`src/cmp_regs_cfg.svh`:
```
// constants for the comparator register bank: offsets, field positions, resets
// assumes word-aligned byte addresses on a 16-bit offset bus
`ifndef CMP_REGS_CFG_SVH
`define CMP_REGS_CFG_SVH

// ----------------------------------------
// register offsets and alias steps
// ----------------------------------------
`define CMP_ONE_CTRL_OFS   16'hC000
`define CMP_TWO_CTRL_OFS   16'hC010
`define CMP_STATUS_OFS     16'hC060
`define CMP_ALIAS_PLAIN    2'h0
`define CMP_ALIAS_CLEAR    2'h1
`define CMP_ALIAS_SET      2'h2
`define CMP_ALIAS_TOGGLE   2'h3

// ----------------------------------------
// reset values and field positions
// ----------------------------------------
`define CMP_CTRL_RESET     32'h0000_00C3
`define CMP_STATUS_RESET   32'h0000_0000
`define CMP_CTRL_WMASK     32'h0000_E0F3
`define CMP_IDLE_STOP_BIT  13
`define CMP_RES_TWO_BIT    1
`define CMP_RES_ONE_BIT    0
`define CMP_READ_ZERO      32'h0000_0000

`endif

```
`src/cmp_regs_pkg.sv`:
```
// types shared by the comparator register bank
// assumes cmp_regs_cfg.svh supplies the numbers
package cmp_regs_pkg;

	// ----------------------------------------
	// bus request carrier
	// ----------------------------------------
	typedef struct packed {
		logic [15:0] addr;
		logic [31:0] wdata;
		logic        wr;
		logic        rd;
	} bus_req_type;

	typedef enum logic [1:0] {
		sel_none,
		sel_one,
		sel_two,
		sel_status
	} reg_sel_type;

endpackage : cmp_regs_pkg

```
`src/comparator_control_registers.sv`:
```
// register bank for two comparators: two control registers and a shared status
// assumes a plain single-cycle strobe bus and comparator results from analog cores
//
// The plain strobed port was left to the implementer.
`timescale 1ns/1ns
`include "cmp_regs_cfg.svh"
// Function
// - decode control registers and status at offsets
// - clear, set, toggle aliases at 4, 8, C
// - controls reset to 00C3, status to zero
// - idle-stop bit 13 disables comparators in idle
// - status bit 1 shows comparator two output
// - status bit 0 shows comparator one output
// - unimplemented status bits read zero, ignore writes
// - idle means cpu halted, clocks running
module comparator_control_registers
	import cmp_regs_pkg::*;
(
	// clock and reset
	input  wire logic        clock_i,
	input  wire logic        nrst_i,
	// register bus
	input  wire logic [15:0] addr_i,
	input  wire logic [31:0] wdata_i,
	input  wire logic        wr_i,
	input  wire logic        rd_i,
	output logic      [31:0] rdata_o,
	// comparator cores and power state
	input  wire logic        first_comparator_result_i,
	input  wire logic        second_comparator_result_i,
	input  wire logic        cpu_idle_i,
	output logic      [31:0] comparator_one_control_o,
	output logic      [31:0] comparator_two_control_o,
	output logic             comparator_halt_o
);

	// ----------------------------------------
	// decode helpers
	// ----------------------------------------
	// base register of an address, ignoring the alias field
	function automatic reg_sel_type decode_base(input logic [15:0] a);
		logic [15:0] base;
		base = {a[15:4], 4'h0};
		if (a[1:0] != 2'b00)
			decode_base = sel_none;
		else if (base == `CMP_ONE_CTRL_OFS)
			decode_base = sel_one;
		else if (base == `CMP_TWO_CTRL_OFS)
			decode_base = sel_two;
		else if (base == `CMP_STATUS_OFS)
			decode_base = sel_status;
		else
			decode_base = sel_none;
	endfunction : decode_base

	// alias kind sits in address bits 3:2
	function automatic logic [1:0] alias_kind(input logic [15:0] a);
		alias_kind = a[3:2];
	endfunction : alias_kind

	bus_req_type req;
	reg_sel_type sel;
	logic [1:0]  kind;

	assign req  = '{addr: addr_i, wdata: wdata_i, wr: wr_i, rd: rd_i};
	assign sel  = decode_base(req.addr);
	assign kind = alias_kind(req.addr);

	// ----------------------------------------
	// comparator result synchroniser
	// ----------------------------------------
	logic [1:0] result_sync;

	cmp_result_sync #(
		.WIDTH (2)
	) u_sync (
		.clock_i (clock_i),
		.nrst_i  (nrst_i),
		.async_i ({second_comparator_result_i, first_comparator_result_i}),
		.sync_o  (result_sync)
	);

	// ----------------------------------------
	// register state
	// ----------------------------------------
	logic [31:0] ctrl_one;
	logic [31:0] ctrl_two;
	logic        idle_stop_select;
	logic [31:0] next_ctrl_one;
	logic [31:0] next_ctrl_two;
	logic        next_idle_stop_select;
	logic [31:0] next_rdata;
	logic [31:0] status_view;
	logic [31:0] status_store;
	logic [31:0] upd_one;
	logic [31:0] upd_two;
	logic [31:0] upd_status;

	// status storage holds only the idle-stop bit; results are live
	always_comb begin
		status_store = `CMP_STATUS_RESET;
		status_store[`CMP_IDLE_STOP_BIT] = idle_stop_select;
		status_view = status_store;
		status_view[`CMP_RES_TWO_BIT] = result_sync[1];
		status_view[`CMP_RES_ONE_BIT] = result_sync[0];
	end

	// one alias engine per register keeps the write paths independent
	cmp_alias_update #(.WIDTH (32)) u_upd_one (
		.cur_i    (ctrl_one),
		.data_i   (req.wdata),
		.wmask_i  (`CMP_CTRL_WMASK),
		.kind_i   (kind),
		.result_o (upd_one)
	);

	cmp_alias_update #(.WIDTH (32)) u_upd_two (
		.cur_i    (ctrl_two),
		.data_i   (req.wdata),
		.wmask_i  (`CMP_CTRL_WMASK),
		.kind_i   (kind),
		.result_o (upd_two)
	);

	// mask has only bit 13, so unimplemented bits never change
	cmp_alias_update #(.WIDTH (32)) u_upd_status (
		.cur_i    (status_store),
		.data_i   (req.wdata),
		.wmask_i  (32'h0000_0001 << `CMP_IDLE_STOP_BIT),
		.kind_i   (kind),
		.result_o (upd_status)
	);

	// ----------------------------------------
	// next-state and read mux
	// ----------------------------------------
	always_comb begin
		next_ctrl_one         = ctrl_one;
		next_ctrl_two         = ctrl_two;
		next_idle_stop_select = idle_stop_select;
		next_rdata            = `CMP_READ_ZERO;
		if (req.wr) begin
			unique case (sel)
				sel_one:    next_ctrl_one = upd_one;
				sel_two:    next_ctrl_two = upd_two;
				sel_status: next_idle_stop_select = upd_status[`CMP_IDLE_STOP_BIT];
				sel_none:   next_ctrl_one = ctrl_one;
			endcase
		end
		// aliases read back the base register; unmapped reads give zero
		if (req.rd) begin
			unique case (sel)
				sel_one:    next_rdata = ctrl_one;
				sel_two:    next_rdata = ctrl_two;
				sel_status: next_rdata = status_view;
				sel_none:   next_rdata = `CMP_READ_ZERO;
			endcase
		end
	end

	// read data stand one cycle only, zero otherwise
	always_ff @(posedge clock_i or negedge nrst_i) begin
		if (!nrst_i) begin
			ctrl_one         <= `CMP_CTRL_RESET;
			ctrl_two         <= `CMP_CTRL_RESET;
			idle_stop_select <= 1'b0;
			rdata_o          <= `CMP_READ_ZERO;
		end else begin
			ctrl_one         <= next_ctrl_one;
			ctrl_two         <= next_ctrl_two;
			idle_stop_select <= next_idle_stop_select;
			rdata_o          <= next_rdata;
		end
	end

	// ----------------------------------------
	// outputs to the comparator cores
	// ----------------------------------------
	logic next_halt;

	// idle means cpu halted with clocks on; halt only if idle-stop set
	always_comb begin
		next_halt = idle_stop_select & cpu_idle_i;
	end

	always_ff @(posedge clock_i or negedge nrst_i) begin
		if (!nrst_i) begin
			comparator_halt_o <= 1'b0;
		end else begin
			comparator_halt_o <= next_halt;
		end
	end

	assign comparator_one_control_o = ctrl_one;
	assign comparator_two_control_o = ctrl_two;
endmodule : comparator_control_registers

```
`src/cmp_alias_update.sv`:
```
// applies a plain, clear, set or toggle write to one register value
// assumes the caller gives the mask of writable bits
`timescale 1ns/1ns
`include "cmp_regs_cfg.svh"
module cmp_alias_update
	import cmp_regs_pkg::*;
#(
	parameter int WIDTH = 32
) (
	// request
	input  wire logic [WIDTH-1:0] cur_i,
	input  wire logic [WIDTH-1:0] data_i,
	input  wire logic [WIDTH-1:0] wmask_i,
	input  wire logic [1:0]       kind_i,
	// result
	output logic      [WIDTH-1:0] result_o
);

	// ----------------------------------------
	// alias arithmetic
	// ----------------------------------------
	// only writable bits change; others keep current value
	always_comb begin
		unique case (kind_i)
			`CMP_ALIAS_PLAIN:  result_o = (cur_i & ~wmask_i) | (data_i & wmask_i);
			`CMP_ALIAS_CLEAR:  result_o = cur_i & ~(data_i & wmask_i);
			`CMP_ALIAS_SET:    result_o = cur_i | (data_i & wmask_i);
			`CMP_ALIAS_TOGGLE: result_o = cur_i ^ (data_i & wmask_i);
		endcase
	end

endmodule : cmp_alias_update

```
`src/cmp_result_sync.sv`:
```
// two-flop synchroniser for the analog comparator results
// assumes results arrive asynchronously from the analog cores
`timescale 1ns/1ns
module cmp_result_sync #(
	parameter int WIDTH = 2
) (
	// clock and reset
	input  wire logic             clock_i,
	input  wire logic             nrst_i,
	// async in, synced out
	input  wire logic [WIDTH-1:0] async_i,
	output logic      [WIDTH-1:0] sync_o
);

	logic [WIDTH-1:0] stage;
	logic [WIDTH-1:0] next_stage;
	logic [WIDTH-1:0] next_sync;

	// ----------------------------------------
	// two stages; first stage feeds only the second
	// ----------------------------------------
	always_comb begin
		next_stage = async_i;
		next_sync  = stage;
	end

	always_ff @(posedge clock_i or negedge nrst_i) begin
		if (!nrst_i) begin
			stage  <= '0;
			sync_o <= '0;
		end else begin
			stage  <= next_stage;
			sync_o <= next_sync;
		end
	end

endmodule : cmp_result_sync

```
`config.mk`:
```
export PLATFORM = sky130hd
export DESIGN_NAME = comparator_control_registers
export DESIGN_NICKNAME = d
export VERILOG_FILES = /design/src/cmp_regs_pkg.sv /design/src/comparator_control_registers.sv /design/src/cmp_alias_update.sv /design/src/cmp_result_sync.sv
export VERILOG_INCLUDE_DIRS = /design/src /design/src/src
export SDC_FILE = /design/constraint.sdc
export NUM_CORES = 1
export LEC_CHECK = 0
export BUFFER_PORTS_ARGS = -buffer_cell sky130_fd_sc_hd__buf_2
export CAP_MARGIN = 20
export CORE_MARGIN = 2
export CORE_UTILIZATION = 46
export CTS_CLUSTER_SIZE = 14
export DETAILED_ROUTE_END_ITERATION = 6
export GPL_TIMING_DRIVEN = 0
export PLACE_DENSITY = 0.76
export SETUP_SLACK_MARGIN = 0.02
export SLEW_MARGIN = 5
export SYNTH_ARGS = -nofsm -noshare
export SYNTH_HDL_FRONTEND = slang
export SYNTH_SLANG_ARGS = --single-unit
```
`constraint.sdc`:
```
create_clock -name clock_i -period 1.5 [get_ports clock_i]
set_input_delay 0.075 -clock clock_i [delete_from_list [all_inputs] [get_ports clock_i]]
set_output_delay 0.075 -clock clock_i [all_outputs]
set_load 0.03 [all_outputs]
```
After elaboration in Yosys (flattened, before gate mapping):

Index checks and enable logic that the tools add are counted.

* reductions and logical operators: 6
* bitwise gates (word level): 14
* equal/unequal tests: 9
* muxes and demuxes: 9

Operators with widths (count)
* $pmux 32 s4: 3
* $or 32x16->32: 4
* $and 32x32->32: 2
* $xor 32x16->32: 2
* $pmux 14 s4: 1
* $eq 12x12->1 const B: 3
* $mux 32: 1
* $not 16->32: 1
* $and 14x14->14: 1
* $not 14->14: 1
* $or 14x14->14: 1
* $xor 14x14->14: 1
* $eq 2x2->1 const B: 4
* $mux 2: 4
* $reduce_and 2->1: 3
* $eq 2x1->1 const B: 2
* $logic_not 2->1: 2
* $reduce_bool 2->1: 1
* $and 1x1->1: 1

* word-level logic and storage cells: 45
* register bits: 102
* input bits: 55
* output and inout port bits: 97

Logic depth before layout (Yosys ltp):

Gate-level depths: netlist of the first run.

* word-level depth: 8
* depth in mapped cells: 5
* gate-level depth less buffers: 5

By module:

A second synthesis of the first run with hierarchy kept.

* cells, all modules: 987
* area, all modules: 8628.3 sq um

Modules (own cells, without submodules)
* cmp_alias_update: times used 3, sequential area each 0.0 sq um, area an instance 1520.2 sq um, cells each 241
* comparator_control_registers: times used 1, sequential area each 2462.4 sq um, area an instance 3967.6 sq um, cells each 260
* cmp_result_sync: times used 1, sequential area each 100.1 sq um, area an instance 100.1 sq um, cells each 4

Worst setup path before layout of the first run:

Ideal clock, no wire load.

* path kind: reg-to-reg
* start point: register ctrl_two[0] (netlist: comparator_two_control_o[0])
* end point: register ctrl_two[0] (netlist: comparator_two_control_o[0])
* cell stages (with the launch flop): 5
* arrival: 1648 ps
* buffers on the path: 0
* path slack: -230 ps
* library setup time: 82 ps
* required time: 1418 ps
* period minus slack after synthesis: 1730 ps
* path through: dfstp_2 > inv_1 > ha_1 > mux4_2 > mux2_2

* longest elaborated chain between the ends: 2
* elaborated cells between the ends (all ways): 4
* classes of those cells: mux (1); bitwise (3)

Ends and longest elaborated chain
* from (decl): RTL line comparator_control_registers.sv:87 `logic [31:0] ctrl_two;`
* from (signal assigned): RTL line comparator_control_registers.sv:165 `` ctrl_two <= `CMP_CTRL_RESET; ``
* from (signal assigned): RTL line comparator_control_registers.sv:170 `ctrl_two <= next_ctrl_two;`
* $xor 32x16->32 (tied with other cells): RTL line cmp_alias_update.sv:28 `` `CMP_ALIAS_TOGGLE: result_o = cur_i ^ (data_i & wmask_i); ``
* $pmux 32 s4 *: RTL line cmp_alias_update.sv:24 `unique case (kind_i)`

Mark *: on every way between the ends. The rest lies on a longest branch, timed or not.
A chain may end at the register's enable or synchronous reset.

Worst setup path after layout of the first run:

* start point: register ctrl_one[0] (netlist: comparator_one_control_o[0])
* end point: register ctrl_one[0] (netlist: comparator_one_control_o[0])

* longest elaborated chain between the ends: 2
* elaborated cells between the ends (all ways): 4
* classes of those cells: mux (1); bitwise (3)

Ends and longest elaborated chain
* from (decl): RTL line comparator_control_registers.sv:86 `logic [31:0] ctrl_one;`
* from (signal assigned): RTL line comparator_control_registers.sv:164 `` ctrl_one <= `CMP_CTRL_RESET; ``
* from (signal assigned): RTL line comparator_control_registers.sv:169 `ctrl_one <= next_ctrl_one;`
* $xor 32x16->32 (tied with other cells): RTL line cmp_alias_update.sv:28
* $pmux 32 s4 *: RTL line cmp_alias_update.sv:24

Marked as above.

==> reports/metrics.cfg, run 1 <==
[yosys]
syn-num-nets = 465
synthAdderAreaFrac_pct = 10.0
avgSynthCellArea_sq_um = 12.7
netlist_instances = 372
yosysUniqueCellTypes = 27
synth_mux_area_share_pct = 19.7
synthSimpleGateAreaFrac_pct = 6.66
yosysWarnings = 0
synth_top_family_by_area = multiplexers
syn_area_sq_um = 4740
seq_area_frac_synth_pct = 54.1
synth_compound_area_share_pct = 0.634
ys_ff_latch = 102
synth-xor-area-share_pct = 0

[min_path]
hold_path_startpoint = addr_i[6]
hold_class = input port to flip-flop
min_to = rdata_o[13]$_DFF_PN0_
whs_path_depth = 4

[clocking]
cts_max_path_buffers = 2
cts_inserted_buffers = 9
htree_levels = 3
cts_root_buffer = clkbuf_8
clock_latency_ps = 380
clock-sinks = 102
cts_tree = built
path_clk_slew_ps = 100

[global_routing]
grt_start_max_net_pins = 57
grt_usage_pct = 19.9
grt_pass1_vias = 3374
grt_pass1_wl_mm = 17.1
antenna_found_initial = 1
overflow = 0

[route]
drtPass1Iterations = 4
wirelength_mm = 10.7
num_vias = 3292
drc = 0
ant_nets = 0
vias_per_cell = 4.88
wl_per_cell_microns = 15.8
drt_iter0_drc = 138

[floorplan]
dieHeight_microns = 105
start_util_pct = 46.7
dieArea_sq_um = 11100
pin_count = 152
die_w_microns = 105
core_area_sq_um = 10100
rows = 37

[setup_path]
reg2reg_slack_ps = -130
crit_slowest_cell = dfstp_2
crit_fanout = 2
crit_family = multiplexers
cp-end-kind = flip-flop
r2r_start = comparator_one_control_o[0]$_DFFE_PN1P_
cp.required_ps = 1810
startpoint_type = flip-flop
cp_slowest_stage_delay_ps = 570
ff2ff_path_depth = 4
crit_chain = inv_2, ha_4, mux4_2, mux2_4
critPathKind = flip-flop to flip-flop
r2r_end = comparator_one_control_o[0]$_DFFE_PN1P_
crit_buf_inv = 1
worstPathArrival_ps = 1940

[placement]
dpl.hpwl_mm = 7.12
place_ws_ps = -206
gp_congestion = 0.775
place.port_buffers = 123
place_inst = 632

[layout]
num-nets-final = 626
final_core_util_pct = 61.8
area_growth_syn_to_layout_pct = 32.2
drive_gt1_share_pct = 50.0
finish.cell_count_without_fillers = 675

[sta]
tightestPinTransition_ps = 753
setup_ws_ps = -126
fmax_mhz = 615
finalCritPeriodShare_pct = 108
finClkSkew_ps = 5.93
whs_ps = 19.3
slew_headroom_pct = 49.8
hold_viol = 0
drv_slew = 0
rsz0062_at_grt = true
finalCriticalPeriod_ps = 1630
final-setup-viol-count = 19

[job]
drv_cap = 0

[run_status]
status = finished with violations
violations = negative setup slack

[power]
total_power_mw = 4.86
power_leakage_nw = 3.36
ir_worst_vdd_mv = 0.409
p_per_area_nw_per_um2 = 776

==> cell type report <==
class | count | area [sq um]
fillers | 790 | 3880
flip-flops and latches | 102 | 2570
multi-input cells | 164 | 2040
repair buffers | 150 | 855
plain buffers | 59 | 245
inverters | 47 | 176
well taps | 136 | 170
clock buffers | 9 | 124
clock inverters | 7 | 72.6
diodes | 1 | 2.50
==> registers in the layout, summed over array words and instances (netlist names) <==
signal and count:
comparator_one_control_o 32, comparator_two_control_o 32, idle_stop_select 1, u_sync.next_sync 2
rdata_o 32, comparator_halt_o 1, u_sync.sync_o 2
==> how the worst max path moves through the flow <==
stage	start	endpoint	slack, ps	cells past startpoint
2_1_floorplan	comparator_two_control_o[0]$_DFFE_PN1P_	comparator_two_control_o[0]$_DFFE_PN1P_	-230	4
3_3_place_gp	nrst_i	comparator_one_control_o[4]$_DFFE_PN0P_	-800	1
3_5_place_dp	comparator_two_control_o[1]$_DFFE_PN1P_	comparator_two_control_o[1]$_DFFE_PN1P_	-210	4
4_1_cts	comparator_one_control_o[0]$_DFFE_PN1P_	comparator_one_control_o[0]$_DFFE_PN1P_	-130	4
5_1_grt	comparator_two_control_o[7]$_DFFE_PN1P_	comparator_two_control_o[7]$_DFFE_PN1P_	-140	4
6_report	comparator_one_control_o[0]$_DFFE_PN1P_	comparator_one_control_o[0]$_DFFE_PN1P_	-130	4
==> cell usage after synthesis <==
library cell  count  area share (%)
nand2_1           3            0.24
nor4_1            1            0.13
o21ai_0           3            0.32
nor4bb_1          2            0.42
nor3b_1           6            0.95
clkbuf_2          1            0.11
buf_2             6            0.63
buf_6             1            0.24
inv_1            47             3.7
clkbuf_1         49             3.9
nor3_1            1            0.11
nor2_1           29             2.3
mux2i_1          29             6.1
buf_4             2            0.32
and3_1            3            0.40
mux4_2           19             9.0
nand4_1           1            0.13
dfrtp_1          94              50
ha_1             38              10
nand3_1           1            0.11
a21oi_1           3            0.32
and2_1            1            0.13
nor4b_4           1            0.50
dfstp_2           8             4.4
mux2_2           19             4.5
nand4_2           3            0.79
nor4_4            1            0.45
==> report_power, final <==
part,internal [mW],switching (mW),leakage [nW]
Clock,0.652,1.05,0.0966
Sequential,2.76,0.00256,1.37
Combinational,0.185,0.213,1.90
==> layout by cell type, fill, tap and decap left out, drive strengths merged <==
master | Yosys | final
clkinv | 0 | 3
dfrtp | 94 | 94
nand4 | 4 | 4
dfstp | 8 | 8
buf | 9 | 155
and2 | 1 | 1
dlygate4sd3 | 0 | 4
nand3 | 1 | 1
nor4 | 2 | 2
and3 | 3 | 3
clkbuf | 50 | 59
mux4 | 19 | 19
mux2i | 29 | 29
ha | 38 | 38
nor3 | 1 | 1
nor3b | 6 | 6
nor4bb | 2 | 2
a21oi | 3 | 3
diode | 0 | 1
nor4b | 1 | 1
inv | 47 | 50
nor2 | 29 | 29
clkinvlp | 0 | 1
mux2 | 19 | 19
o21ai | 3 | 3
nand2 | 3 | 3
==> worst reg2reg max path, delay by kind of cell (launching register included) <==
| kind | cells | cell delay [ps] |
|---|---|---|
| multiplexers | 2 | 740 |
| buffers and inverters | 1 | 50 |
| adder cells (fa/ha/maj) | 1 | 200 |
| flip-flops | 1 | 570 |
==> what timing repair did <==
item,in CTS,in global routing
buffers inserted,21,1
hold buffers,4,0
endpoints found under the setup margin,19,19
pin swaps,4,5
gates resized for setup,38,17
endpoints found under the hold margin,45,0
==> through the flow <==
| step | TNS (ps) | instance area (sq um) |
|---|---|---|
| final | -1360 | 6260 |
| after global routing | -1910 | 6260 |
| after CTS | -1400 | 6150 |
| after detailed placement | -5430 | 5570 |
| after global placement | -65610 | 5540 |
| after floorplan | -2860 | 4750 |
==> cell families (layout without fill, tap and decap cells) <==
group           after synthesis  count (layout)
buf+inv                     106             272
flops                       102             102
mux                          67              67
simple gates                 53              53
fa+ha+maj                    38              38
compound gates                6               6
other cells                   0               1
==> metal layers <==
metal | vias to the layer above | GRT usage (%) | part of all wire [%]
met2 | 110 | 34.0 | 52
met1 | 1654 | 24.8 | 41
met5 | - | 0 | 0
met3 | 22 | 3.65 | 4.3
met4 | 0 | 8.57 | 2.6
li1 | 1506 | - | -
(Power assumes the default switching activity.)
==> run 2: changes to the inputs <==
--- a/config.mk
+++ b/config.mk
@@ -7,11 +7,12 @@
 export NUM_CORES = 1
 export LEC_CHECK = 0
 export BUFFER_PORTS_ARGS = -buffer_cell sky130_fd_sc_hd__buf_2
-export CAP_MARGIN = 20
+export CAP_MARGIN = 10
 export CORE_MARGIN = 2
 export CORE_UTILIZATION = 46
 export CTS_CLUSTER_SIZE = 14
 export DETAILED_ROUTE_END_ITERATION = 6
+export GPL_ROUTABILITY_DRIVEN = 0
 export GPL_TIMING_DRIVEN = 0
 export PLACE_DENSITY = 0.76
 export SETUP_SLACK_MARGIN = 0.02
==> constraint.sdc (replaced) <==
create_clock -name clock_i -period 1.42 [get_ports clock_i]
set_input_delay 0.071 -clock clock_i [delete_from_list [all_inputs] [get_ports clock_i]]
set_output_delay 0.071 -clock clock_i [all_outputs]
set_load 0.03 [all_outputs]
==> reports/metrics.cfg, run 2 (same netlist as run 1, synthesis figures left out) <==
[route]
highest_layer = met4
num_vias = 3292
ant_nets = 0
drc = 0
vias_per_cell = 4.88
drtPass1Iterations = 4
met1_length_mm = 4.42
met2_length_mm = 5.51
wl_per_cell_microns = 15.8
routed-wl-met3_microns = 459
drt_iter0_drc = 138
wirelength_mm = 10.7

[sta]
finalCritPeriodShare_pct = 115
drv_slew = 0
final-setup-viol-count = 19
finClkSkew_ps = 5.93
slew_headroom_pct = 49.8
rsz0062_at_grt = true
finalCriticalPeriod_ps = 1630
setup_ws_ps = -206
fmax_mhz = 615
tightestPinTransition_ps = 753
hold_viol = 0

[job]
drv_cap = 0

[setup_path]
worstPathArrival_ps = 1940
crit_slowest_cell = dfstp_2
cp_slowest_stage_delay_ps = 570
crit_chain = inv_2, ha_4, mux4_2, mux2_4
critPathKind = flip-flop to flip-flop
cp-end-kind = flip-flop
startpoint_type = flip-flop
crit_fanout = 2
r2r_start = comparator_one_control_o[0]$_DFFE_PN1P_
cp.required_ps = 1730
critical_path.startpoint = comparator_one_control_o[0]$_DFFE_PN1P_

[clocking]
clock-sinks = 102
clock_latency_ps = 380
cts_root_buffer = clkbuf_8
cts_max_path_buffers = 2
path_clk_slew_ps = 100
cts_inserted_buffers = 9
htree_levels = 3
cts_tree = built

[global_routing]
antenna_found_initial = 1
overflow = 0
grt_start_max_net_pins = 57
grt_pass1_vias = 3374
grt_usage_pct = 19.9
grt_pass1_wl_mm = 17.1

[placement]
dpl.hpwl_mm = 7.12
place_inst = 632
place.port_buffers = 123

[layout]
layout_common_cells = 128 x buf_2, 84 x dfrtp_1, 49 x clkbuf_1
fillCellCount = 790
drive_gt1_share_pct = 50.0
area_growth_syn_to_layout_pct = 32.2
finish.cell_count_without_fillers = 675
num-nets-final = 626
final_common_cell = buf_2

[floorplan]
rows = 37
dieArea_sq_um = 11100
pin_count = 152
dieHeight_microns = 105
die_w_microns = 105
core_area_sq_um = 10100
start_util_pct = 46.7

[run_status]
status = finished with violations
violations = negative setup slack

[power]
total_power_mw = 5.13
p_per_area_nw_per_um2 = 820
ir_worst_vdd_mv = 0.433
power_leakage_nw = 3.36

[min_path]
hold_path_startpoint = addr_i[6]
hold_class = input port to flip-flop

-- run 2: through the flow --
| stage | area, sq um | hold WS, ps | TNS [ps] | setup WS, ps | utilization [%] |
|---|---|---|---|---|---|
| 2_1_floorplan | 4750 | -225 | -4360 | -310 | - |
| 3_3_place_gp | 5540 | 181 | -76360 | -873 | 54.6 |
| 3_5_place_dp | 5570 | 125 | -8430 | -286 | 54.9 |
| 4_1_cts | 6150 | 3.28 | -2920 | -214 | 60.7 |
| 5_1_grt | 6260 | 36.9 | -3430 | -224 | 61.8 |
| 6_report | 6260 | 15.3 | -2880 | -206 | 61.8 |
-- run 2: timing repair --
action | CTS | global route
hold buffers | 4 | 0
gates resized for setup | 38 | 17
pin swaps | 4 | 5
setup endpoints to repair | 19 | 19
buffers inserted | 21 | 1
endpoints found under the hold margin | 45 | 0
-- run 2: cell type report --
class	count	area [sq um]	share of cell area, %
Sequential cell	102	2570	41.1
Tap cell	136	170	2.72
Buffer	59	245	3.92
Clock inverter	7	72.6	1.16
Multi-Input combinational cell	164	2040	32.6
Timing Repair Buffer	150	855	13.6
Clock buffer	9	124	1.98
Inverter	47	176	2.82
Antenna cell	1	2.50	0.0400
-- run 2: routing by layer --
| metal | GRT usage [%] | vias up |
|---|---|---|
| met2 | 34.0 | 110 |
| met5 | 0 | - |
| li1 | - | 1506 |
| met3 | 3.65 | 22 |
| met1 | 24.8 | 1654 |
| met4 | 8.57 | 0 |
-- run 2: worst paths after layout --
path	endpoint	slack (ps)	depth (start not counted)
max	comparator_one_control_o[0]$_DFFE_PN1P_	-210	4
min	rdata_o[13]$_DFF_PN0_	20	4
max reg2reg	comparator_one_control_o[0]$_DFFE_PN1P_	-210	4
min reg2reg	u_sync.sync_o[0]$_DFF_PN0_	360	0
max in group asynchronous	comparator_one_control_o[7]$_DFFE_PN1P_	450	3
min in group asynchronous	rdata_o[11]$_DFF_PN0_	240	2
-- run 2: worst max-delay path: cells and delay by family (launching register included) --
family / cells / cell delay [ps]
flip-flops: 1 / 570
multiplexers: 2 / 740
adder cells (fa/ha/maj): 1 / 200
buffers and inverters: 1 / 50
-- run 2: power by group --
| part | switching [mW] | internal (mW) |
|---|---|---|
| sequential | 0.00270 | 2.91 |
| combinational | 0.225 | 0.195 |
| clock | 1.11 | 0.688 |
